### config.mk
export PLATFORM = sky130hd
export DESIGN_NAME = tu_tally_unit
export DESIGN_NICKNAME = d
export VERILOG_FILES = /design/src/logic/tu_pkg.sv /design/src/logic/tu_tally_unit.sv
export SDC_FILE = /design/constraint.sdc
export NUM_CORES = 1
export LEC_CHECK = 0
export BUFFER_PORTS_ARGS = -buffer_cell sky130_fd_sc_hd__buf_2
export CAP_MARGIN = 20
export CORE_MARGIN = 2
export CORE_UTILIZATION = 35
export CTS_CLUSTER_DIAMETER = 50
export CTS_CLUSTER_SIZE = 30
export DETAILED_ROUTE_END_ITERATION = 7
export GPL_ROUTABILITY_DRIVEN = 0
export PLACE_DENSITY = 0.57
export SLEW_MARGIN = 15
export SYNTH_ARGS = -nofsm -noshare
export SYNTH_HDL_FRONTEND = slang
export SYNTH_SLANG_ARGS = --single-unit
### constraint.sdc
create_clock -name ref_clk -period 7.4 [get_ports ref_clk]
set_input_delay 1.48 -clock ref_clk [delete_from_list [all_inputs] [get_ports ref_clk]]
set_output_delay 1.48 -clock ref_clk [all_outputs]
set_load 0.05 [all_outputs]
### src/logic/tu_pkg.sv
`default_nettype none
package tu_pkg;
  // ----------------------------------------
  // register offsets
  // ----------------------------------------
  localparam logic [7:0] OFF_MAIN = 8'h00;
  localparam logic [7:0] OFF_SETB_CLR = 8'h04;
  localparam logic [7:0] OFF_SETB_SET = 8'h08;
  localparam logic [7:0] OFF_SETC = 8'h0c;
  localparam logic [7:0] OFF_EVSET = 8'h10;
  localparam logic [7:0] OFF_FLAG = 8'h18;
  localparam logic [7:0] OFF_STATUS = 8'h1c;
  localparam logic [7:0] OFF_COUNT = 8'h20;
  localparam logic [7:0] OFF_TOP = 8'h24;
  localparam logic [7:0] OFF_MATCH0 = 8'h28;
  localparam logic [7:0] OFF_MATCH1 = 8'h2c;
  localparam logic [7:0] OFF_HALT = 8'h30;
  // ----------------------------------------
  // field positions
  // ----------------------------------------
  localparam int M_SOFT_RESET_TRIGGER = 0;
  localparam int M_EN = 1;
  localparam int M_MODE = 2;
  localparam int M_WAVE = 5;
  localparam int M_PRE = 8;
  localparam int M_ASLEEP = 11;
  localparam int M_PRESYNC = 12;
  localparam int B_DIR = 0;
  localparam int B_SINGLE_RUN_SELECT = 2;
  localparam int B_CMD = 6;
  localparam int C_FLIP = 0;
  localparam int C_GRAB = 4;
  localparam int E_ACT = 0;
  localparam int E_IN_EN = 4;
  localparam int E_WRAP_OE = 8;
  localparam int E_MATCH_OE = 12;
  localparam int F_WRAP = 0;
  localparam int F_MATCH = 4;
  localparam int S_STOP = 3;
  localparam int S_BUSY = 7;
  // ----------------------------------------
  // encodings and reset values
  // ----------------------------------------
  localparam logic [1:0] MODE_16 = 2'h0;
  localparam logic [1:0] MODE_8 = 2'h1;
  localparam logic [1:0] MODE_32 = 2'h2;
  localparam logic [1:0] WG_NFRQ = 2'h0;
  localparam logic [1:0] WG_MFRQ = 2'h1;
  localparam logic [1:0] WG_NPWM = 2'h2;
  localparam logic [1:0] WG_MPWM = 2'h3;
  localparam logic [1:0] CMD_RETRIG = 2'h1;
  localparam logic [1:0] CMD_STOP = 2'h2;
  localparam logic [2:0] ACT_OFF = 3'h0;
  localparam logic [2:0] ACT_RETRIG = 3'h1;
  localparam logic [2:0] ACT_COUNT = 3'h2;
  localparam logic [2:0] ACT_START = 3'h3;
  localparam logic [2:0] ACT_CAPT = 3'h4;
  localparam logic [31:0] MASK8 = 32'h0000_00ff;
  localparam logic [31:0] MASK16 = 32'h0000_ffff;
  localparam logic [31:0] MASK32 = 32'hffff_ffff;
  localparam logic [31:0] TOP_RST = 32'h0000_00ff;
  localparam int PRE_W = 10;
  // ----------------------------------------
  // types
  // ----------------------------------------
  typedef struct packed {
    logic [7:0] addr;
    logic [31:0] wdata;
    logic wr;
    logic rd;
    logic dbg;
  } tu_bus_req_t;
  typedef enum {CS_OFF, CS_WAIT, CS_RUN} tu_cstate_t;
endpackage : tu_pkg
`default_nettype wire

### src/logic/tu_tally_unit.sv
// Function
// - count events or prescaled counting clock
// - prescaler divides counting clock
// - width selectable 8, 16, 32 bits
// - reset width is 16 bits
// - default up-count, wraps to zero
// - compare match toggles two shaped outputs
// - capture channels record counter on events
// - main setup locked while enabled, some bits
// - trigger action field locked while enabled
// - locked bits write while disabled, also with enable rising
// - each shaped output invertible by polarity flip
// - debug halt stops unless halt register keeps
// - write guard protects setup registers only, top excluded
// - debug halt lifts write guard
// - debugger accesses bypass write guard
// - paired units share one counting clock
// - counting clock synchronised into bus clock
// - runs asleep if kept
// - interrupt, events on wrap, match; dma on wrap, capture 0
// - prescaler ratios from 1 to 1024
// - top or zero sets wrap flag
// - soft reset clears all but halt register
//
// Added by the designer: the placing of the registers and the address-and-strobe port.
`timescale 1ns/1ps
`default_nettype none
module tu_tally_unit #(
  parameter int NCH = 2
) (
  input wire logic ref_clk,
  input wire logic rst_n,
  input wire tu_pkg::tu_bus_req_t bus,
  output logic [31:0] rd_data,
  input wire logic core_count_clock,
  input wire logic trig_event_in,
  input wire logic write_guard_on,
  input wire logic debug_halted,
  input wire logic sleep_active,
  output logic [NCH-1:0] shaped_output_pin,
  output logic irq,
  output logic dma_req,
  output logic evt_wrap_out,
  output logic [NCH-1:0] evt_match_out
);
  import tu_pkg::*;

  // ----------------------------------------
  // state
  // ----------------------------------------
  logic en, keep_asleep, presync, dir, single_run_select, ev_in_en, wrap_oe, dbg_keep;
  logic [1:0] mode, wavegen;
  logic [2:0] presc, act;
  logic [NCH-1:0] flip, grab, match_oe, wave, match_flag;
  logic wrap_flag, stop_st;
  logic [31:0] cnt, top_limit;
  logic [NCH-1:0][31:0] mgrab;
  logic [PRE_W-1:0] pre_cnt;
  logic cc_s1, cc_s2, cc_s3;
  logic en_s1, en_s2, en_s3;
  tu_cstate_t cs, next_cs;

  // ----------------------------------------
  // bus decode and protection
  // ----------------------------------------
  wire guard_ok = !write_guard_on || debug_halted || bus.dbg;
  wire [31:0] wd = bus.wdata;
  wire w_main = bus.wr && bus.addr == OFF_MAIN && guard_ok;
  wire w_bclr = bus.wr && bus.addr == OFF_SETB_CLR && guard_ok;
  wire w_bset = bus.wr && bus.addr == OFF_SETB_SET && guard_ok;
  wire w_setc = bus.wr && bus.addr == OFF_SETC && guard_ok;
  wire w_evset = bus.wr && bus.addr == OFF_EVSET && guard_ok;
  wire w_halt = bus.wr && bus.addr == OFF_HALT && guard_ok;
  wire w_flag = bus.wr && bus.addr == OFF_FLAG;
  wire w_count = bus.wr && bus.addr == OFF_COUNT;
  wire w_top = bus.wr && bus.addr == OFF_TOP;
  wire soft_reset_trigger = w_main && wd[M_SOFT_RESET_TRIGGER];
  wire prot_ok = !en && !en_s2;
  wire [1:0] cmd = w_bset ? wd[B_CMD+:2] : 2'h0;
  wire sw_retrig = cmd == CMD_RETRIG;
  wire sw_stop = cmd == CMD_STOP;

  // ----------------------------------------
  // clock crossing and stall
  // ----------------------------------------
  wire cc_edge = cc_s2 && !cc_s3;
  wire en_rise = en_s2 && !en_s3;
  wire busy = en ^ en_s2;
  wire stall = (debug_halted && !dbg_keep) || (sleep_active && !keep_asleep);

  // ----------------------------------------
  // width and top
  // ----------------------------------------
  wire [31:0] wmask = mode == MODE_8 ? MASK8 : (mode == MODE_32 ? MASK32 : MASK16);
  wire match_top = wavegen == WG_MFRQ || wavegen == WG_MPWM;
  wire [31:0] top_val = match_top ? mgrab[0] & wmask
                      : (mode == MODE_8 ? top_limit & MASK8 : wmask);

  // ----------------------------------------
  // prescaler
  // ----------------------------------------
  logic [PRE_W-1:0] ratio_m1;
  always_comb begin
    case (presc)
      3'h0: ratio_m1 = 10'h000;
      3'h1: ratio_m1 = 10'h001;
      3'h2: ratio_m1 = 10'h003;
      3'h3: ratio_m1 = 10'h007;
      3'h4: ratio_m1 = 10'h00f;
      3'h5: ratio_m1 = 10'h03f;
      3'h6: ratio_m1 = 10'h0ff;
      default: ratio_m1 = 10'h3ff;
    endcase
  end
  wire pre_hit = cc_edge && pre_cnt >= ratio_m1;

  // ----------------------------------------
  // counter control
  // ----------------------------------------
  wire running = cs == CS_RUN;
  wire ev_fire = ev_in_en && trig_event_in;
  wire cnt_src = act == ACT_COUNT ? ev_fire : pre_hit;
  wire step = running && cnt_src && !stall;
  wire at_end = dir ? cnt == 32'h0 : cnt >= top_val;
  wire wrap = step && at_end;
  wire retrig_ev = ev_fire && act == ACT_RETRIG;
  wire start_ev = ev_fire && (act == ACT_RETRIG || act == ACT_START);
  wire restart = running && !stall && (retrig_ev || sw_retrig);
  wire cap_ev = ev_fire && act == ACT_CAPT && running && !stall;
  wire [31:0] wrap_val = dir ? top_val : 32'h0;
  wire [31:0] step_val = dir ? cnt - 32'h1 : cnt + 32'h1;

  always_comb begin
    next_cs = cs;
    case (cs)
      CS_OFF: begin
        if (en_rise) begin
          next_cs = (act == ACT_RETRIG || act == ACT_START) ? CS_WAIT : CS_RUN;
        end
      end
      CS_WAIT: begin
        if (!en_s2) begin
          next_cs = CS_OFF;
        end else if (start_ev || sw_retrig) begin
          next_cs = CS_RUN;
        end
      end
      CS_RUN: begin
        if (!en_s2) begin
          next_cs = CS_OFF;
        end else if (sw_stop || (wrap && single_run_select)) begin
          next_cs = CS_WAIT;
        end
      end
      default: next_cs = CS_OFF;
    endcase
    if (soft_reset_trigger) begin
      next_cs = CS_OFF;
    end
  end

  logic [31:0] next_cnt;
  always_comb begin
    next_cnt = cnt;
    if (soft_reset_trigger) begin
      next_cnt = 32'h0;
    end else if (w_count) begin
      next_cnt = wd & wmask;
    end else if (restart) begin
      next_cnt = wrap_val;
    end else if (cap_ev && grab[0]) begin
      next_cnt = 32'h0;
    end else if (step) begin
      next_cnt = wrap ? wrap_val : step_val & wmask;
    end
  end

  // ----------------------------------------
  // per channel compare, capture, waveform
  // ----------------------------------------
  logic [NCH-1:0] hit, capt, next_wave, next_mflag;
  logic [NCH-1:0][31:0] next_mgrab;
  genvar i;
  generate
    for (i = 0; i < NCH; i++) begin : g_ch
      wire [7:0] moff = OFF_MATCH0 + 8'(4 * i);
      wire w_match = bus.wr && bus.addr == moff;
      wire pwm = wavegen == WG_NPWM || (wavegen == WG_MPWM && i != 0);
      wire tog_wrap = match_top && i == 0 && wrap;
      assign hit[i] = step && !grab[i] && next_cnt == mgrab[i];
      assign capt[i] = cap_ev && grab[i];
      assign next_mgrab[i] = soft_reset_trigger ? 32'h0 : (w_match ? wd & wmask
                           : (capt[i] ? cnt : mgrab[i]));
      assign next_wave[i] = (soft_reset_trigger || sw_stop || cs == CS_OFF) ? 1'b0
                          : (pwm ? next_cnt < mgrab[i]
                          : wave[i] ^ (tog_wrap || (hit[i] && !match_top) ||
                                       (hit[i] && i != 0)));
      assign next_mflag[i] = soft_reset_trigger ? 1'b0 : (hit[i] || capt[i] ||
                             (match_flag[i] && !(w_flag && wd[F_MATCH + i])));
    end
  endgenerate

  // ----------------------------------------
  // read mux
  // ----------------------------------------
  logic [31:0] next_rdata;
  always_comb begin
    next_rdata = 32'h0;
    case (bus.addr)
      OFF_MAIN: begin
        next_rdata[M_EN] = en;
        next_rdata[M_MODE+:2] = mode;
        next_rdata[M_WAVE+:2] = wavegen;
        next_rdata[M_PRE+:3] = presc;
        next_rdata[M_ASLEEP] = keep_asleep;
        next_rdata[M_PRESYNC] = presync;
      end
      OFF_SETB_CLR, OFF_SETB_SET: begin
        next_rdata[B_DIR] = dir;
        next_rdata[B_SINGLE_RUN_SELECT] = single_run_select;
      end
      OFF_SETC: begin
        next_rdata[C_FLIP+:NCH] = flip;
        next_rdata[C_GRAB+:NCH] = grab;
      end
      OFF_EVSET: begin
        next_rdata[E_ACT+:3] = act;
        next_rdata[E_IN_EN] = ev_in_en;
        next_rdata[E_WRAP_OE] = wrap_oe;
        next_rdata[E_MATCH_OE+:NCH] = match_oe;
      end
      OFF_FLAG: begin
        next_rdata[F_WRAP] = wrap_flag;
        next_rdata[F_MATCH+:NCH] = match_flag;
      end
      OFF_STATUS: begin
        next_rdata[S_STOP] = stop_st;
        next_rdata[S_BUSY] = busy;
      end
      OFF_COUNT: next_rdata = cnt;
      OFF_TOP: next_rdata = top_limit & MASK8;
      OFF_MATCH0: next_rdata = mgrab[0];
      OFF_MATCH1: next_rdata = mgrab[NCH-1];
      OFF_HALT: next_rdata[0] = dbg_keep;
      default: next_rdata = 32'h0;
    endcase
  end

  // ----------------------------------------
  // synchronisers
  // ----------------------------------------
  always_ff @(posedge ref_clk or negedge rst_n) begin
    if (!rst_n) begin
      {cc_s1, cc_s2, cc_s3} <= 3'h0;
      {en_s1, en_s2, en_s3} <= 3'h0;
    end else begin
      {cc_s1, cc_s2, cc_s3} <= {core_count_clock, cc_s1, cc_s2};
      {en_s1, en_s2, en_s3} <= {en, en_s1, en_s2};
    end
  end

  // ----------------------------------------
  // main setup register
  // ----------------------------------------
  always_ff @(posedge ref_clk or negedge rst_n) begin
    if (!rst_n) begin
      en <= 1'b0;
      keep_asleep <= 1'b0;
      mode <= MODE_16;
      wavegen <= WG_NFRQ;
      presc <= 3'h0;
      presync <= 1'b0;
    end else if (soft_reset_trigger) begin
      en <= 1'b0;
      keep_asleep <= 1'b0;
      mode <= MODE_16;
      wavegen <= WG_NFRQ;
      presc <= 3'h0;
      presync <= 1'b0;
    end else if (w_main) begin
      en <= wd[M_EN];
      keep_asleep <= wd[M_ASLEEP];
      if (prot_ok) begin
        mode <= wd[M_MODE+:2];
        wavegen <= wd[M_WAVE+:2];
        presc <= wd[M_PRE+:3];
        presync <= wd[M_PRESYNC];
      end
    end
  end

  // ----------------------------------------
  // other setup registers
  // ----------------------------------------
  always_ff @(posedge ref_clk or negedge rst_n) begin
    if (!rst_n) begin
      {dir, single_run_select} <= 2'h0;
      {flip, grab} <= '0;
      {act, ev_in_en, wrap_oe} <= 5'h0;
      match_oe <= '0;
      top_limit <= TOP_RST;
    end else if (soft_reset_trigger) begin
      {dir, single_run_select} <= 2'h0;
      {flip, grab} <= '0;
      {act, ev_in_en, wrap_oe} <= 5'h0;
      match_oe <= '0;
      top_limit <= TOP_RST;
    end else begin
      if (w_bset) begin
        dir <= dir | wd[B_DIR];
        single_run_select <= single_run_select | wd[B_SINGLE_RUN_SELECT];
      end else if (w_bclr) begin
        dir <= dir & ~wd[B_DIR];
        single_run_select <= single_run_select & ~wd[B_SINGLE_RUN_SELECT];
      end
      if (w_setc) begin
        flip <= wd[C_FLIP+:NCH];
        grab <= wd[C_GRAB+:NCH];
      end
      if (w_evset) begin
        if (prot_ok) begin
          act <= wd[E_ACT+:3];
        end
        ev_in_en <= wd[E_IN_EN];
        wrap_oe <= wd[E_WRAP_OE];
        match_oe <= wd[E_MATCH_OE+:NCH];
      end
      if (w_top) begin
        top_limit <= wd & MASK8;
      end
    end
  end

  always_ff @(posedge ref_clk or negedge rst_n) begin
    if (!rst_n) begin
      dbg_keep <= 1'b0;
    end else if (w_halt) begin
      dbg_keep <= wd[0];
    end
  end

  // ----------------------------------------
  // counter, prescaler, channels
  // ----------------------------------------
  always_ff @(posedge ref_clk or negedge rst_n) begin
    if (!rst_n) begin
      cs <= CS_OFF;
      cnt <= 32'h0;
      pre_cnt <= '0;
      mgrab <= '0;
      wave <= '0;
    end else begin
      cs <= next_cs;
      cnt <= next_cnt;
      mgrab <= next_mgrab;
      wave <= next_wave;
      if (soft_reset_trigger || !running || (wrap && presync)) begin
        pre_cnt <= '0;
      end else if (cc_edge && !stall) begin
        pre_cnt <= pre_hit ? '0 : pre_cnt + 10'h1;
      end
    end
  end

  // ----------------------------------------
  // flags, status and outputs
  // ----------------------------------------
  always_ff @(posedge ref_clk or negedge rst_n) begin
    if (!rst_n) begin
      wrap_flag <= 1'b0;
      match_flag <= '0;
      stop_st <= 1'b0;
      rd_data <= 32'h0;
      shaped_output_pin <= '0;
      irq <= 1'b0;
      dma_req <= 1'b0;
      evt_wrap_out <= 1'b0;
      evt_match_out <= '0;
    end else begin
      wrap_flag <= !soft_reset_trigger && (wrap || (wrap_flag && !(w_flag && wd[F_WRAP])));
      match_flag <= next_mflag;
      stop_st <= !soft_reset_trigger && (next_cs == CS_WAIT && (sw_stop || stop_st || wrap));
      rd_data <= bus.rd ? next_rdata : 32'h0;
      shaped_output_pin <= next_wave ^ flip;
      irq <= wrap || (|(hit | capt)) || wrap_flag || (|match_flag);
      dma_req <= wrap || capt[0];
      evt_wrap_out <= wrap && wrap_oe;
      evt_match_out <= (hit | capt) & match_oe;
    end
  end
endmodule : tu_tally_unit
`default_nettype wire

### Word level (Yosys, flattened, before mapping)

Index checks and enable logic that the tools add are counted.

* register bits: 221
* logic and storage cells: 301
* output and inout bits: 39
* memory bits (read-only): 0
* memory bits (writable): 0
* memories kept: 0
* bits in latches: 0
* input port bits: 50

* equality and inequality tests: 34
* shift operators: 0
* magnitude comparators: 4
* bitwise logic cells: 15
* divide/modulo/power cells: 0
* add/subtract/negate cells: 3
* reductions and logical operators: 118
* $mul: 0
* multiplexer cells: 90

Operator list (count)
* 2-to-1 mux 32 bit: 25
* bitwise AND 32 bit: 3
* logical NOT 32 bit: 3
* one-hot mux 32 bit (3 select lines): 1
* one-hot mux 10 bit (7 select lines): 1
* == test 32 x 2 -> 1 bit (second input constant): 2
* == test 32 bit: 2
* < comparator 32 bit: 2
* logical AND 1 bit: 57
* one-hot mux 18 bit (3 select lines): 1
* == test 8 x 6 -> 1 bit (second input constant): 5
* adder 32 x 1 -> 32 bit (second input constant): 1
* == test 32 x 1 -> 1 bit (second input constant): 1
* == test 32 x 3 -> 1 bit (second input constant): 1
* >= comparator 32 bit: 1
* subtractor 32 x 1 -> 32 bit (second input constant): 1
* 2-to-1 mux 10 bit: 3
* 2-to-1 mux 2 bit: 14
* one-hot mux 1 bit (7 select lines): 4
* logical OR 1 bit: 26
* 2-to-1 mux 1 bit: 25
* == test 8 x 5 -> 1 bit (second input constant): 3
* one-hot mux 1 bit (5 select lines): 4
* 2-to-1 mux 3 bit: 6
* 28 further kinds: 72

### Longest topological paths before layout

Gate-level depths: netlist of the first run.

* depth after elaboration: 22
* gate-level depth with buffers: 27
* gate-level depth less buffers: 24

### Worst setup path before layout of the first run

OpenSTA, ideal clock, no wires.

* path type: input to register
* from: in bus[38] in the netlist's numbering
* to: reg shaped_output_pin[0]
* required time: 7321 ps
* stages on the path: 18
* setup time: 79 ps
* path buffers: 1
* setup slack: 1675 ps
* arrival time: 5645 ps
* path through: clkbuf_1 -> nor4b_1 -> nand4_1 -> or3_1 -> o31ai_1 -> nand3_1 -> o21ai_1 -> a221oi_1 -> a221oi_1 -> ha_1 -> nand3_1 -> nor3_1 -> nand4_1 -> or4_1 -> or3_1 -> a211o_1 -> a31oi_2 -> xor2_1

* cells in the longest elaborated chain, start to end: 18
* elaborated cells on any way between the ends: 28
* classes of those cells: order compare (1); eq/ne (5); mux (6); bitwise (2); reduce/logical (14)

Ends and longest elaborated chain
* start, declared: RTL line tu_tally_unit.sv:33 `input wire tu_pkg::tu_bus_req_t bus,`
* == test 8 x 4 -> 1 bit: RTL line tu_tally_unit.sv:70 `wire w_bset = bus.wr && bus.addr == OFF_SETB_SET && guard_ok;`
* logical AND 1 bit (2 in a row): RTL line tu_tally_unit.sv:70
* 2-to-1 mux 2 bit: RTL line tu_tally_unit.sv:79 `wire [1:0] cmd = w_bset ? wd[B_CMD+:2] : 2'h0;`
* == test 2 x 1 -> 1 bit: RTL line tu_tally_unit.sv:80 `wire sw_retrig = cmd == CMD_RETRIG;`
* logical OR 1 bit: RTL line tu_tally_unit.sv:128 `wire restart = running && !stall && (retrig_ev || sw_retrig);`
* logical AND 1 bit: RTL line tu_tally_unit.sv:128
* 2-to-1 mux 32 bit: RTL line tu_tally_unit.sv:169 `end else if (restart) begin`
* 2-to-1 mux 32 bit: RTL line tu_tally_unit.sv:167 `end else if (w_count) begin`
* 2-to-1 mux 32 bit *: RTL line tu_tally_unit.sv:165 `if (soft_reset_trigger) begin`
* net next_cnt[20]: RTL line tu_tally_unit.sv:162 `logic [31:0] next_cnt;`
* parallel branches: the longest is 5 deep, another holds < comparator 32 bit
* 2-to-1 mux 1 bit *: RTL line tu_tally_unit.sv:195 `: (pwm ? next_cnt < mgrab[i]`
* 2-to-1 mux 1 bit *: RTL line tu_tally_unit.sv:194 `assign next_wave[i] = (soft_reset_trigger || sw_stop || cs == CS_OFF) ? 1'b0`
* net next_wave[0]: RTL line tu_tally_unit.sv:181 `logic [NCH-1:0] hit, capt, next_wave, next_mflag;`
* bitwise XOR 2 bit *: RTL line tu_tally_unit.sv:384 `shaped_output_pin <= next_wave ^ flip;`
* end signal, assigned: RTL line tu_tally_unit.sv:384
* end, declared: RTL line tu_tally_unit.sv:40 `output logic [NCH-1:0] shaped_output_pin,`

Mark *: on every way through the listed nets, which the timed path passes.
A chain may end at the register's enable or synchronous reset.

### Worst setup path after layout of the first run

* from: reg mode[0]
* to: reg shaped_output_pin[0]

* cells in the longest elaborated chain, start to end: 22
* elaborated cells on any way between the ends: 29
* classes of those cells: order compare (2); eq/ne (3); mux (14); bitwise (5); reduce/logical (5)

Ends and longest elaborated chain
* start, declared: RTL line tu_tally_unit.sv:52 `logic [1:0] mode, wavegen;`
* start signal, assigned: RTL line tu_tally_unit.sv:284 `mode <= wd[M_MODE+:2];`
* == test 2 bit: RTL line tu_tally_unit.sv:94 `wire [31:0] wmask = mode == MODE_8 ? MASK8 : (mode == MODE_32 ? MASK32 : MASK16);`
* 2-to-1 mux 32 bit (2 in a row): RTL line tu_tally_unit.sv:94
* 2-to-1 mux 32 bit or bitwise AND 32 bit (tied branches): RTL line tu_tally_unit.sv:97, tu_tally_unit.sv:96
* 2-to-1 mux 32 bit: RTL line tu_tally_unit.sv:96 `wire [31:0] top_val = match_top ? mgrab[0] & wmask`
* >= comparator 32 bit: RTL line tu_tally_unit.sv:124 `wire at_end = dir ? cnt == 32'h0 : cnt >= top_val;`
* 2-to-1 mux 1 bit: RTL line tu_tally_unit.sv:124
* logical AND 1 bit: RTL line tu_tally_unit.sv:125 `wire wrap = step && at_end;`
* 2-to-1 mux 32 bit: RTL line tu_tally_unit.sv:174 `next_cnt = wrap ? wrap_val : step_val & wmask;`
* [3 not listed]
* 2-to-1 mux 32 bit *: RTL line tu_tally_unit.sv:167
* 2-to-1 mux 32 bit *: RTL line tu_tally_unit.sv:165
* net next_cnt[21]: RTL line tu_tally_unit.sv:162
* parallel branches: the longest is 5 deep, another holds < comparator 32 bit
* 2-to-1 mux 1 bit *: RTL line tu_tally_unit.sv:195
* 2-to-1 mux 1 bit *: RTL line tu_tally_unit.sv:194
* net next_wave[0]: RTL line tu_tally_unit.sv:181
* bitwise XOR 2 bit *: RTL line tu_tally_unit.sv:384

Marked as above.

==> results of run 1 <==
-- stage by stage --
step                      total power, uW  hold slack, ns  cells  utilization (%)
final                                3450           0.351   2447             40.6
after floorplan                      1740           0.331   1777                -
after CTS                            3450           0.356   2447             40.6
after detailed placement             2000           0.341   2396             38.3
after global placement               1990           0.336   2396             38.3
after global routing                 3580           0.366   2447             40.6
-- critical path, delay by kind of cell (launching register included) --
kind / cells / cell delay, ns
AO/OA/AOI/OAI: 10 / 2.55
adder cells (fa/ha/maj): 2 / 0.48
AND/OR/NAND/NOR: 8 / 2.42
buffers and inverters: 3 / 0.51
XOR/XNOR: 1 / 0.16
flip-flops: 1 / 0.44
-- state kept, by name, summed over array words and instances (netlist names), 3 cells and up --
register,count
rd_data,32
presc,3
act,3
cs,32
top_limit,8
cnt,32
mgrab,64
pre_cnt,10
-- area by class of cell --
| cell class | instances | area, sq um |
|---|---|---|
| fill | 4246 | 25500 |
| multi-input combinational | 1360 | 8990 |
| sequential | 221 | 5540 |
| timing repair buffer | 129 | 783 |
| tap | 585 | 732 |
| clock buffer | 31 | 722 |
| inverter | 101 | 379 |
| clock inverter | 20 | 275 |
-- synthesized netlist by cell type, types with 18 or more instances --
cell	n
inv_1	101
a21o_1	27
xor2_1	22
nand3_1	48
ha_1	138
a211oi_1	22
clkbuf_1	84
nor4_1	20
a222oi_1	32
o21ai_0	121
nand2_1	195
a31oi_1	22
nor3_1	30
a311oi_1	42
dfrtp_1	213
o22ai_1	30
nand4_1	29
nor2_1	140
mux2i_1	34
xnor2_1	18
a21oi_1	137
-- placed cells by master (no fill, tap or decap), types with 6 or more instances in the layout --
cell type / synthesis / layout
xor2_1: 22 / 22
nand2_1: 195 / 193
and2_1: 13 / 14
a22oi_1: 16 / 16
buf_4: 1 / 39
inv_1: 101 / 101
nand2b_1: 12 / 12
o22ai_1: 30 / 30
o41ai_1: 6 / 6
a221oi_1: 15 / 15
and3_1: 13 / 12
dfstp_2: 8 / 8
a311oi_1: 42 / 42
nand4_1: 29 / 29
a22o_1: 12 / 12
nor4_1: 20 / 20
mux2i_1: 34 / 34
ha_1: 138 / 138
or3_1: 13 / 13
nor2b_1: 9 / 8
a31oi_1: 22 / 22
a211oi_1: 22 / 22
o21ai_0: 121 / 121
a222oi_1: 32 / 32
a21o_1: 27 / 27
o21a_1: 6 / 6
o21bai_1: 7 / 7
inv_8: 0 / 6
o211ai_1: 11 / 11
nand3_1: 48 / 48
dfrtp_1: 213 / 213
nor2_1: 140 / 137
a21oi_1: 137 / 137
buf_2: 4 / 87
conb_1: 1 / 30
clkbuf_16: 0 / 28
xnor2_1: 18 / 18
nor3_1: 30 / 30
-- worst max-delay path by stage --
stage	from	to	cells after the start
floorplan	bus[38]	shaped_output_pin[0]	18
global placement	bus[40]	shaped_output_pin[0]	20
detailed placement	bus[40]	shaped_output_pin[0]	20
CTS	mode[0]	shaped_output_pin[0]	24
global route	dir	shaped_output_pin[0]	19
finish	mode[0]	shaped_output_pin[0]	24
-- where the power goes --
group | total (uW) | internal [uW] | switching, uW
combinational | 626 | 230 | 396
sequential | 1380 | 1270 | 105
clock | 1440 | 787 | 655
total | 3450 | 2290 | 1160
-- kinds of logic after synthesis --
group,synth area share [%]
AOI/OAI and AO/OA,24.9
muxes,2.40
other,0.0248
adders and majority gates,11.5
DFF,36.6
and+or+nand+nor,17.3
xor gates and xnor gates,2.31
buffers and inverters,4.92
-- metal layers --
| layer | global-route usage [%] | part of all wire (%) |
|---|---|---|
| met5 | 0 | 0.027 |
| met4 | 8.67 | 3.4 |
| met3 | 4.87 | 9.8 |
| met2 | 39.6 | 43 |
| met1 | 36.7 | 43 |
==> flow_metrics.env, run 1 <==
export IMPL_slowest_stage="or4_1"
export IMPL_rsz0062_at_grt="false"
export IMPL_yosysTopAreaCell="dfrtp_1"
export IMPL_whs_path_depth=0
export IMPL_crit_fanout=13
export IMPL_core_area_sq_mm=0.0429
export IMPL_clkSlewWorstSetupHoldPaths_ns=0.07
export IMPL_clock_sink_count=221
export IMPL_r2r_worst_path_cells=24
export IMPL_ys_ff_latch=221
export IMPL_yosys_area_top_type_share_pct=35.2
export IMPL_tns_ns=0
export IMPL_tightestPinTransition_ns=1.10
export IMPL_drc=0
export IMPL_fin_ws_ns=0.746
export IMPL_hold_class="reg2reg"
export IMPL_via_per_inst=6.11
export IMPL_r2r_setup_slack_ns=0.75
export IMPL_antenna_found_initial=1
export IMPL_hold_start="cc_s1"
export IMPL_worstHoldEndpoint="cc_s2"
export IMPL_die_area_sq_mm=0.0450
export IMPL_syn_avg_cell_area_sq_um=8.66
export IMPL_grt_overflow_total=0
export IMPL_reg2reg_from="mode[0]"
export IMPL_hold_buffers=0
export IMPL_syn_inst=1748
export IMPL_synth_edf_count=0
export IMPL_io_buffers=88
export IMPL_setup_violations=0
export IMPL_ys_flop_type="dfrtp_1"
export IMPL_crit_arrival_ns=7.17
export IMPL_synth_seq_area_share_pct=36.6
export IMPL_wl_um=58700
export IMPL_fin_worst_skew_ns=0.0323
export IMPL_rows=76
export IMPL_start_kind="flop"
export IMPL_area_growth_pct=15.0
export IMPL_clockBufferDepth=3
export IMPL_post_dp_cell_area_sq_mm=0.0164
export IMPL_ant_nets=0
export IMPL_status="finished, final reports clean"
export IMPL_clock_latency_ns=0.59
export IMPL_finalCritPeriodShare_pct=89.9
export IMPL_p_leak_uw=0.00788
export IMPL_max_slew_margin_rel_pct=26.2
export IMPL_slowest_delay_ns=0.59
export IMPL_post_cts_resized=0
export IMPL_antenna_diode_count=0
export IMPL_synthArstFlopShare_pct=100
export IMPL_maxCapViolCount=0
export IMPL_dieHeight_um=212
export IMPL_r2r_end="shaped_output_pin[0]"
export IMPL_nets=2030
export IMPL_ys_types=81
export IMPL_cts_inserted_buffers=28
export IMPL_clockRootBuffer="clkbuf_16"
export IMPL_first_global_vias=14200
export IMPL_tritoncts="yes"
export IMPL_end_kind="flop"
export IMPL_pin_count=89
export IMPL_dp_slack_ns=0.683
export IMPL_synth_area_leaders="dfrtp_1 35%, ha_1 11%, nand2_1 4.8%"
export IMPL_power_density_mw_per_mm2=198
export IMPL_via_count=15000
export IMPL_grt_use_total_pct=25.9
export IMPL_path_cells="nand2b_1, a21oi_1, inv_1, ha_1, and4_1, a221o_1, o22ai_1, a21oi_1, nor3_1, a21boi_2, buf_4, o41a_1, o221ai_1, a21boi_0, ha_1, nand3_1, nor3_1, buf_4, nand4_1, or4_1, or3_1, a211o_1, a31oi_2, xor2_1"
export IMPL_grt_pass1_wl_um=89100
export IMPL_h_tree_depth=1
export IMPL_grt_max_degree=96
export IMPL_drive_above_1_share_pct=11.7
export IMPL_vdd_drop_max_uv=143
export IMPL_yosys_warnings=0
export IMPL_firstDrtPassIters=6
export IMPL_maxSlewViolCount=0
export IMPL_critPathKind="reg2reg"
export IMPL_postCtsSetupBuffers=0
export IMPL_synth_area_sq_mm=0.0151
export IMPL_initial_core_util_pct=35.3
export IMPL_hold_violations=0
export IMPL_required_ns=7.92
export IMPL_avgRoutedWirePerCell_um=24.0
export IMPL_max_freq_ghz=0.150
export IMPL_die_w_um=212
export IMPL_hpwl_um=42900
export IMPL_min_period_ns=6.65
export IMPL_fin_area_sq_mm=0.0174
export IMPL_drtIter0Drc=1887
(Power assumes the default switching activity.)
==> inputs of run 2 (changes only) <==
CORE_MARGIN = not set   (was 2)
==> run 2 against run 1 <==
The flow now finishes with violations (design-rule violations). Critical path depth fell by 2. Non-clock buffer count rose by 1. Sequential power barely moved. Final area fell by 0.21%. Clock power barely moved. Largest cell class unchanged. Worst hold slack barely moved. Die area fell by 1.9%. Final cell count fell by 0.25%. First-iteration DRC count rose by 1.4%. Clock skew fell by 0.0080 ns. Flip-flop and latch count did not move.
==> flow_metrics.env, run 2 (same netlist as run 1, synthesis figures left out) <==
export IMPL_start_kind="flop"
export IMPL_p_leak_uw=0.00787
export IMPL_grt_overflow_total=0
export IMPL_wl_um=59200
export IMPL_via_count=15100
export IMPL_violations="design-rule violations"
export IMPL_initial_core_util_pct=35.8
export IMPL_p_comb_share_pct=18.2
export IMPL_top_register="mgrab"
export IMPL_hpwl_um=43000
export IMPL_crit_arrival_ns=7.38
export IMPL_cts_inserted_buffers=28
export IMPL_antenna_diode_count=0
export IMPL_tns_ns=0
export IMPL_power_density_mw_per_mm2=197
export IMPL_clock_sink_count=221
export IMPL_rsz0062_at_grt="false"
export IMPL_place_inst=2389
export IMPL_hold_class="reg2reg"
export IMPL_post_cts_resized=0
export IMPL_area_growth_pct=14.8
export IMPL_internal_power_uw=2280
export IMPL_drc=1
export IMPL_ant_nets=0
export IMPL_p_clk_share_pct=41.6
export IMPL_drtIter0Drc=1913
export IMPL_final_cells=2441
export IMPL_avgRoutedWirePerCell_um=24.2
export IMPL_required_ns=7.91
export IMPL_post_dp_cell_area_sq_mm=0.0164
export IMPL_fin_worst_skew_ns=0.0242
export IMPL_antenna_found_initial=2
export IMPL_clockRootBuffer="clkbuf_16"
export IMPL_reg2reg_from="mode[1]"
export IMPL_mostFrequentLayoutCells="212 x dfrtp_1, 193 x nand2_1, 138 x ha_1, 137 x a21oi_1, 137 x nor2_1"
export IMPL_maxCapViolCount=0
export IMPL_max_freq_ghz=0.146
export IMPL_postCtsSetupBuffers=0
export IMPL_hold_start="en_s1"
export IMPL_max_slew_margin_rel_pct=31.6
export IMPL_crit_fanout=12
export IMPL_rows=75
export IMPL_layout_commonest_cell="dfrtp_1"
export IMPL_p_seq_share_pct=40.2
export IMPL_grt_use_total_pct=26.8
export IMPL_end_kind="flop"
export IMPL_die_area_sq_mm=0.0441
export IMPL_clock_latency_ns=0.59
export IMPL_core_area_sq_mm=0.0423
export IMPL_p_sw_uw=1140
export IMPL_first_global_vias=14500
export IMPL_maxSlewViolCount=0
export IMPL_tritoncts="yes"
export IMPL_grt_pass1_wl_um=90300
export IMPL_r2r_worst_path_cells=22
export IMPL_largest_reg_flops=64
export IMPL_clkSlewWorstSetupHoldPaths_ns=0.07
export IMPL_grt_max_degree=86
export IMPL_worstSetupStartpoint="mode[1]"
export IMPL_firstDrtPassIters=8
export IMPL_finalCritPeriodShare_pct=92.8
export IMPL_switching_share_pct=33.4
export IMPL_dieHeight_um=210
export IMPL_h_tree_depth=1
export IMPL_die_w_um=210
export IMPL_fin_area_sq_mm=0.0174
export IMPL_critPathKind="reg2reg"
export IMPL_clockBufferDepth=3
export IMPL_vdd_drop_max_uv=150
export IMPL_drive_above_1_share_pct=11.9
export IMPL_status="finished, violations left"
export IMPL_io_buffers=88
export IMPL_fin_ws_ns=0.529
export IMPL_hold_violations=0
export IMPL_whs_path_depth=0
export IMPL_tightestPinTransition_ns=1.02
export IMPL_dp_slack_ns=0.637
export IMPL_hold_buffers=0
export IMPL_via_per_inst=6.20
export IMPL_nets=2031
export IMPL_setup_violations=0
export IMPL_fillerInstances=4247
export IMPL_min_period_ns=6.87
export IMPL_pin_count=89
==> run 2: cell types whose count changed in the layout (fill, tap and decap cells not counted), sizes merged <==
cell,before,now
inv,111,109
clkbuf,31,29
buf,129,130
clkinv,7,9
clkinvlp,2,5
==> run 2: worst paths after layout <==
check	to	slack, ns
worst max-delay path	shaped_output_pin[0]	0.53
worst min-delay path	en_s2	0.35
worst max register to register	shaped_output_pin[0]	0.53
worst min register to register	en_s2	0.35
max in group asynchronous	cnt[21]	5.19
min in group asynchronous	pre_cnt[7]	0.85
==> run 2: per-layer routing <==
metal  up-vias  wire, um  track usage [%]
met5         -        52                0
li1       6705         -                -
met4         6      2500             11.1
met1      7313     25300             37.7
met2       932     25200             39.8
met3       189      6150             5.80
==> run 2: final cells by class <==
class / count / area (sq um) / area share [%]
Multi-Input combinational cell: 1360 / 8990 / 51.7
Sequential cell: 221 / 5540 / 31.9
Timing Repair Buffer: 130 / 769 / 4.43
Tap cell: 577 / 722 / 4.15
Clock buffer: 29 / 714 / 4.11
Inverter: 101 / 379 / 2.18
Clock inverter: 23 / 269 / 1.55
==> run 2: power by group through the flow <==
stage / Combinational (uW) / Sequential [uW] / Clock (uW)
4_1_cts: 607 / 1370 / 1440
3_5_place_dp: 603 / 1390 / 0
3_3_place_gp: 594 / 1390 / 0
6_report: 621 / 1380 / 1420
2_1_floorplan: 379 / 1360 / 0
5_1_grt: 679 / 1380 / 1490
==> run 2: worst max-delay path: stages, from the launching register on <==
cell and delay, ns:
dfrtp_1 0.46, nor2b_2 0.36, buf_4 0.26, o21ai_0 0.22, ha_1 0.29, or3_1 0.35
a221o_1 0.27, o22ai_1 0.16, a21oi_1 0.09, nor3_1 0.32, a21boi_2 0.20, nor4_1 0.67
o31ai_1 0.16, o32ai_1 0.52, ha_1 0.23, nand4_1 0.10, nor2_1 0.29, nand4_1 0.22
or4_1 0.58, or3_1 0.32, a211o_1 0.30, a31oi_2 0.24, xor2_1 0.17
==> run 2: stage by stage <==
step | util, % | power [uW] | hold WS, ns
6_report | 41.1 | 3420 | 0.352
5_1_grt | 41.1 | 3550 | 0.365
4_1_cts | 41.1 | 3420 | 0.355
3_5_place_dp | 38.7 | 2000 | 0.336
3_3_place_gp | 38.7 | 1990 | 0.332
2_1_floorplan | - | 1740 | 0.331
==> inputs of run 3 (changes only) <==
ABC_AREA = 1   (was not set)
ABC_CLOCK_PERIOD_IN_PS = 7400   (was not set)
==> run 3 against run 2 <==
The flow now finishes without violations. Critical path depth rose by 8. Clock power grew 19%. Via count rose by 7.3%. Power rose by 13%. Synthesized area grew 4.7%. Critical endpoint unchanged.
==> flow_metrics.env, run 3 <==
export IMPL_hold_violations=0
export IMPL_post_cts_resized=0
export IMPL_synth_area_sq_mm=0.0159
export IMPL_yosys_cell_count_top_type="nand2_1"
export IMPL_synth_seq_area_share_pct=34.9
export IMPL_max_freq_ghz=0.160
export IMPL_critPathKind="reg2reg"
export IMPL_synth_area_leaders="dfrtp_1 34%, ha_1 11%, nand2_1 10%"
export IMPL_worstHoldEndpoint="cc_s2"
export IMPL_tns_ns=0
export IMPL_end_kind="flop"
export IMPL_clockBufferDepth=3
export IMPL_critPathBufInv=3
export IMPL_finalCritPeriodShare_pct=84.4
export IMPL_r2r_setup_slack_ns=1.15
export IMPL_clkSlewWorstSetupHoldPaths_ns=0.07
export IMPL_post_dp_cell_area_sq_mm=0.0170
export IMPL_via_count=16200
export IMPL_setup_violations=0
export IMPL_grt_pass1_wl_um=93600
export IMPL_ant_nets=0
export IMPL_fin_area_sq_mm=0.0182
export IMPL_max_slew_margin_rel_pct=22.0
export IMPL_crit_fanout=22
export IMPL_postCtsSetupBuffers=0
export IMPL_syn_avg_cell_area_sq_um=7.32
export IMPL_p_sw_uw=1320
export IMPL_synth_common_cells="443 x nand2_1, 266 x inv_1, 218 x a21oi_1"
export IMPL_hold_class="reg2reg"
export IMPL_power_density_mw_per_mm2=213
export IMPL_top_register="mgrab"
export IMPL_grt_overflow_total=0
export IMPL_syn_inst=2166
export IMPL_ys_types=50
export IMPL_h_tree_depth=2
export IMPL_tightestPinTransition_ns=1.17
export IMPL_hpwl_um=44900
export IMPL_clockRootBuffer="clkbuf_16"
export IMPL_synth_edf_count=0
export IMPL_antenna_diode_count=0
export IMPL_first_global_vias=15700
export IMPL_clock_sink_count=221
export IMPL_nets=2456
export IMPL_p_comb_share_pct=20.3
export IMPL_yosysTopAreaCell="dfrtp_1"
export IMPL_p_clk_share_pct=43.6
export IMPL_ys_ff_latch=221
export IMPL_maxSlewViolCount=0
export IMPL_fin_worst_skew_ns=0.0331
export IMPL_firstDrtPassIters=6
export IMPL_avgRoutedWirePerCell_um=21.1
export IMPL_dieHeight_um=215
export IMPL_synthArstFlopShare_pct=100
export IMPL_core_area_sq_mm=0.0444
export IMPL_ys_flop_type="dfrtp_1"
export IMPL_tritoncts="yes"
export IMPL_die_w_um=215
export IMPL_largest_reg_flops=64
export IMPL_r2r_worst_path_cells=30
export IMPL_via_per_inst=5.63
export IMPL_grt_use_total_pct=26.2
export IMPL_mostFrequentLayoutCells="443 x nand2_1, 266 x inv_1, 218 x a21oi_1, 213 x dfrtp_1, 197 x nor2_1"
export IMPL_p_leak_uw=0.00889
export IMPL_hold_buffers=0
export IMPL_whs_path_depth=0
export IMPL_p_seq_share_pct=36.1
export IMPL_cpMostUsedCell="nand2_1"
export IMPL_vdd_drop_max_uv=159
export IMPL_io_buffers=88
export IMPL_crit_arrival_ns=6.66
export IMPL_p_total_uw=3870
export IMPL_drtIter0Drc=1924
export IMPL_path_delay_family="simple AND/OR/NAND/NOR gates"
export IMPL_slowest_stage="inv_1"
export IMPL_initial_core_util_pct=35.7
export IMPL_internal_power_uw=2540
export IMPL_r2r_end="shaped_output_pin[0]"
export IMPL_rsz0062_at_grt="false"
export IMPL_switching_share_pct=34.2
export IMPL_layout_commonest_cell="nand2_1"
export IMPL_drc=0
export IMPL_pin_count=89
export IMPL_reg2reg_from="wavegen[0]"
export IMPL_antenna_found_initial=0
export IMPL_rows=77
export IMPL_hold_start="cc_s1"
export IMPL_die_area_sq_mm=0.0462
export IMPL_start_kind="flop"
export IMPL_min_period_ns=6.25
export IMPL_yosys_area_top_type_share_pct=33.6
export IMPL_slowest_delay_ns=0.71
export IMPL_status="finished, final reports clean"
export IMPL_cts_inserted_buffers=34
export IMPL_maxCapViolCount=0
export IMPL_grt_max_degree=112
export IMPL_wl_um=61000
export IMPL_drive_above_1_share_pct=9.99
export IMPL_area_growth_pct=14.6
export IMPL_yosys_warnings=0
export IMPL_required_ns=7.81
export IMPL_clock_latency_ns=0.54
## run 3: cell count changes after synthesis, sizes merged, moves of 45 or more
| cell | before | now |
|---|---|---|
| o21ai | 123 | 213 |
| nand2 | 196 | 451 |
| nor2 | 141 | 216 |
| inv | 101 | 284 |
| o211ai | 11 | 61 |
| a21oi | 137 | 218 |
| clkbuf | 84 | 39 |
## run 3: kinds of logic (layout without fill, tap and decap cells)
logic type	Yosys count	count (layout)	share of synthesized area, %
AOI/OAI and AO/OA	622	622	22.6
xor gates and xnor gates	22	22	1.21
adders and majority gates	139	139	11.0
buffers and inverters	362	459	9.10
DFF	221	221	34.9
other	1	30	0.0236
and+or+nand+nor	799	799	21.2
## run 3: worst max path at each step
stage / slack [ns] / from / endpoint / cells after the start
CTS: 1.53 / wavegen[0] / shaped_output_pin[0] / 30
detailed placement: 1.48 / debug_halted / shaped_output_pin[0] / 25
finish: 1.15 / wavegen[0] / shaped_output_pin[0] / 30
global route: 0.99 / wavegen[0] / shaped_output_pin[0] / 30
global placement: 1.40 / debug_halted / shaped_output_pin[0] / 25
floorplan: 3.04 / bus[36] / shaped_output_pin[0] / 30
## run 3: power by group through the flow
stage / Sequential [uW] / Clock (uW) / Combinational [uW]
after global routing: 1400 / 1760 / 878
after CTS: 1390 / 1710 / 766
after detailed placement: 1410 / 0 / 761
after global placement: 1410 / 0 / 752
final: 1390 / 1690 / 784
after floorplan: 1390 / 0 / 502
## run 3: final cells by class
type	instances	area (sq um)
Clock inverter	24	294
Clock buffer	37	893
Inverter	285	1070
Timing Repair Buffer	113	638
Multi-Input combinational cell	1612	8990
Sequential cell	221	5540
Tap cell	592	741
Fill cell	4546	26200
## run 3: per-stage QoR
stage	setup WS [ns]	instances	utilization [%]	hold WS, ns
after floorplan	3.04	2195	-	0.331
after global placement	1.40	2823	38.2	0.337
after detailed placement	1.48	2823	38.2	0.341
after CTS	1.53	2884	40.9	0.356
after global routing	0.988	2884	40.9	0.368
final	1.15	2884	40.9	0.352
## run 3: layer usage
| layer | global-route usage, % | wire, um |
|---|---|---|
| met5 | 0 | 0 |
| met3 | 4.42 | 5770 |
| met1 | 36.8 | 26400 |
| met2 | 39.5 | 26300 |
| met4 | 11.3 | 2510 |
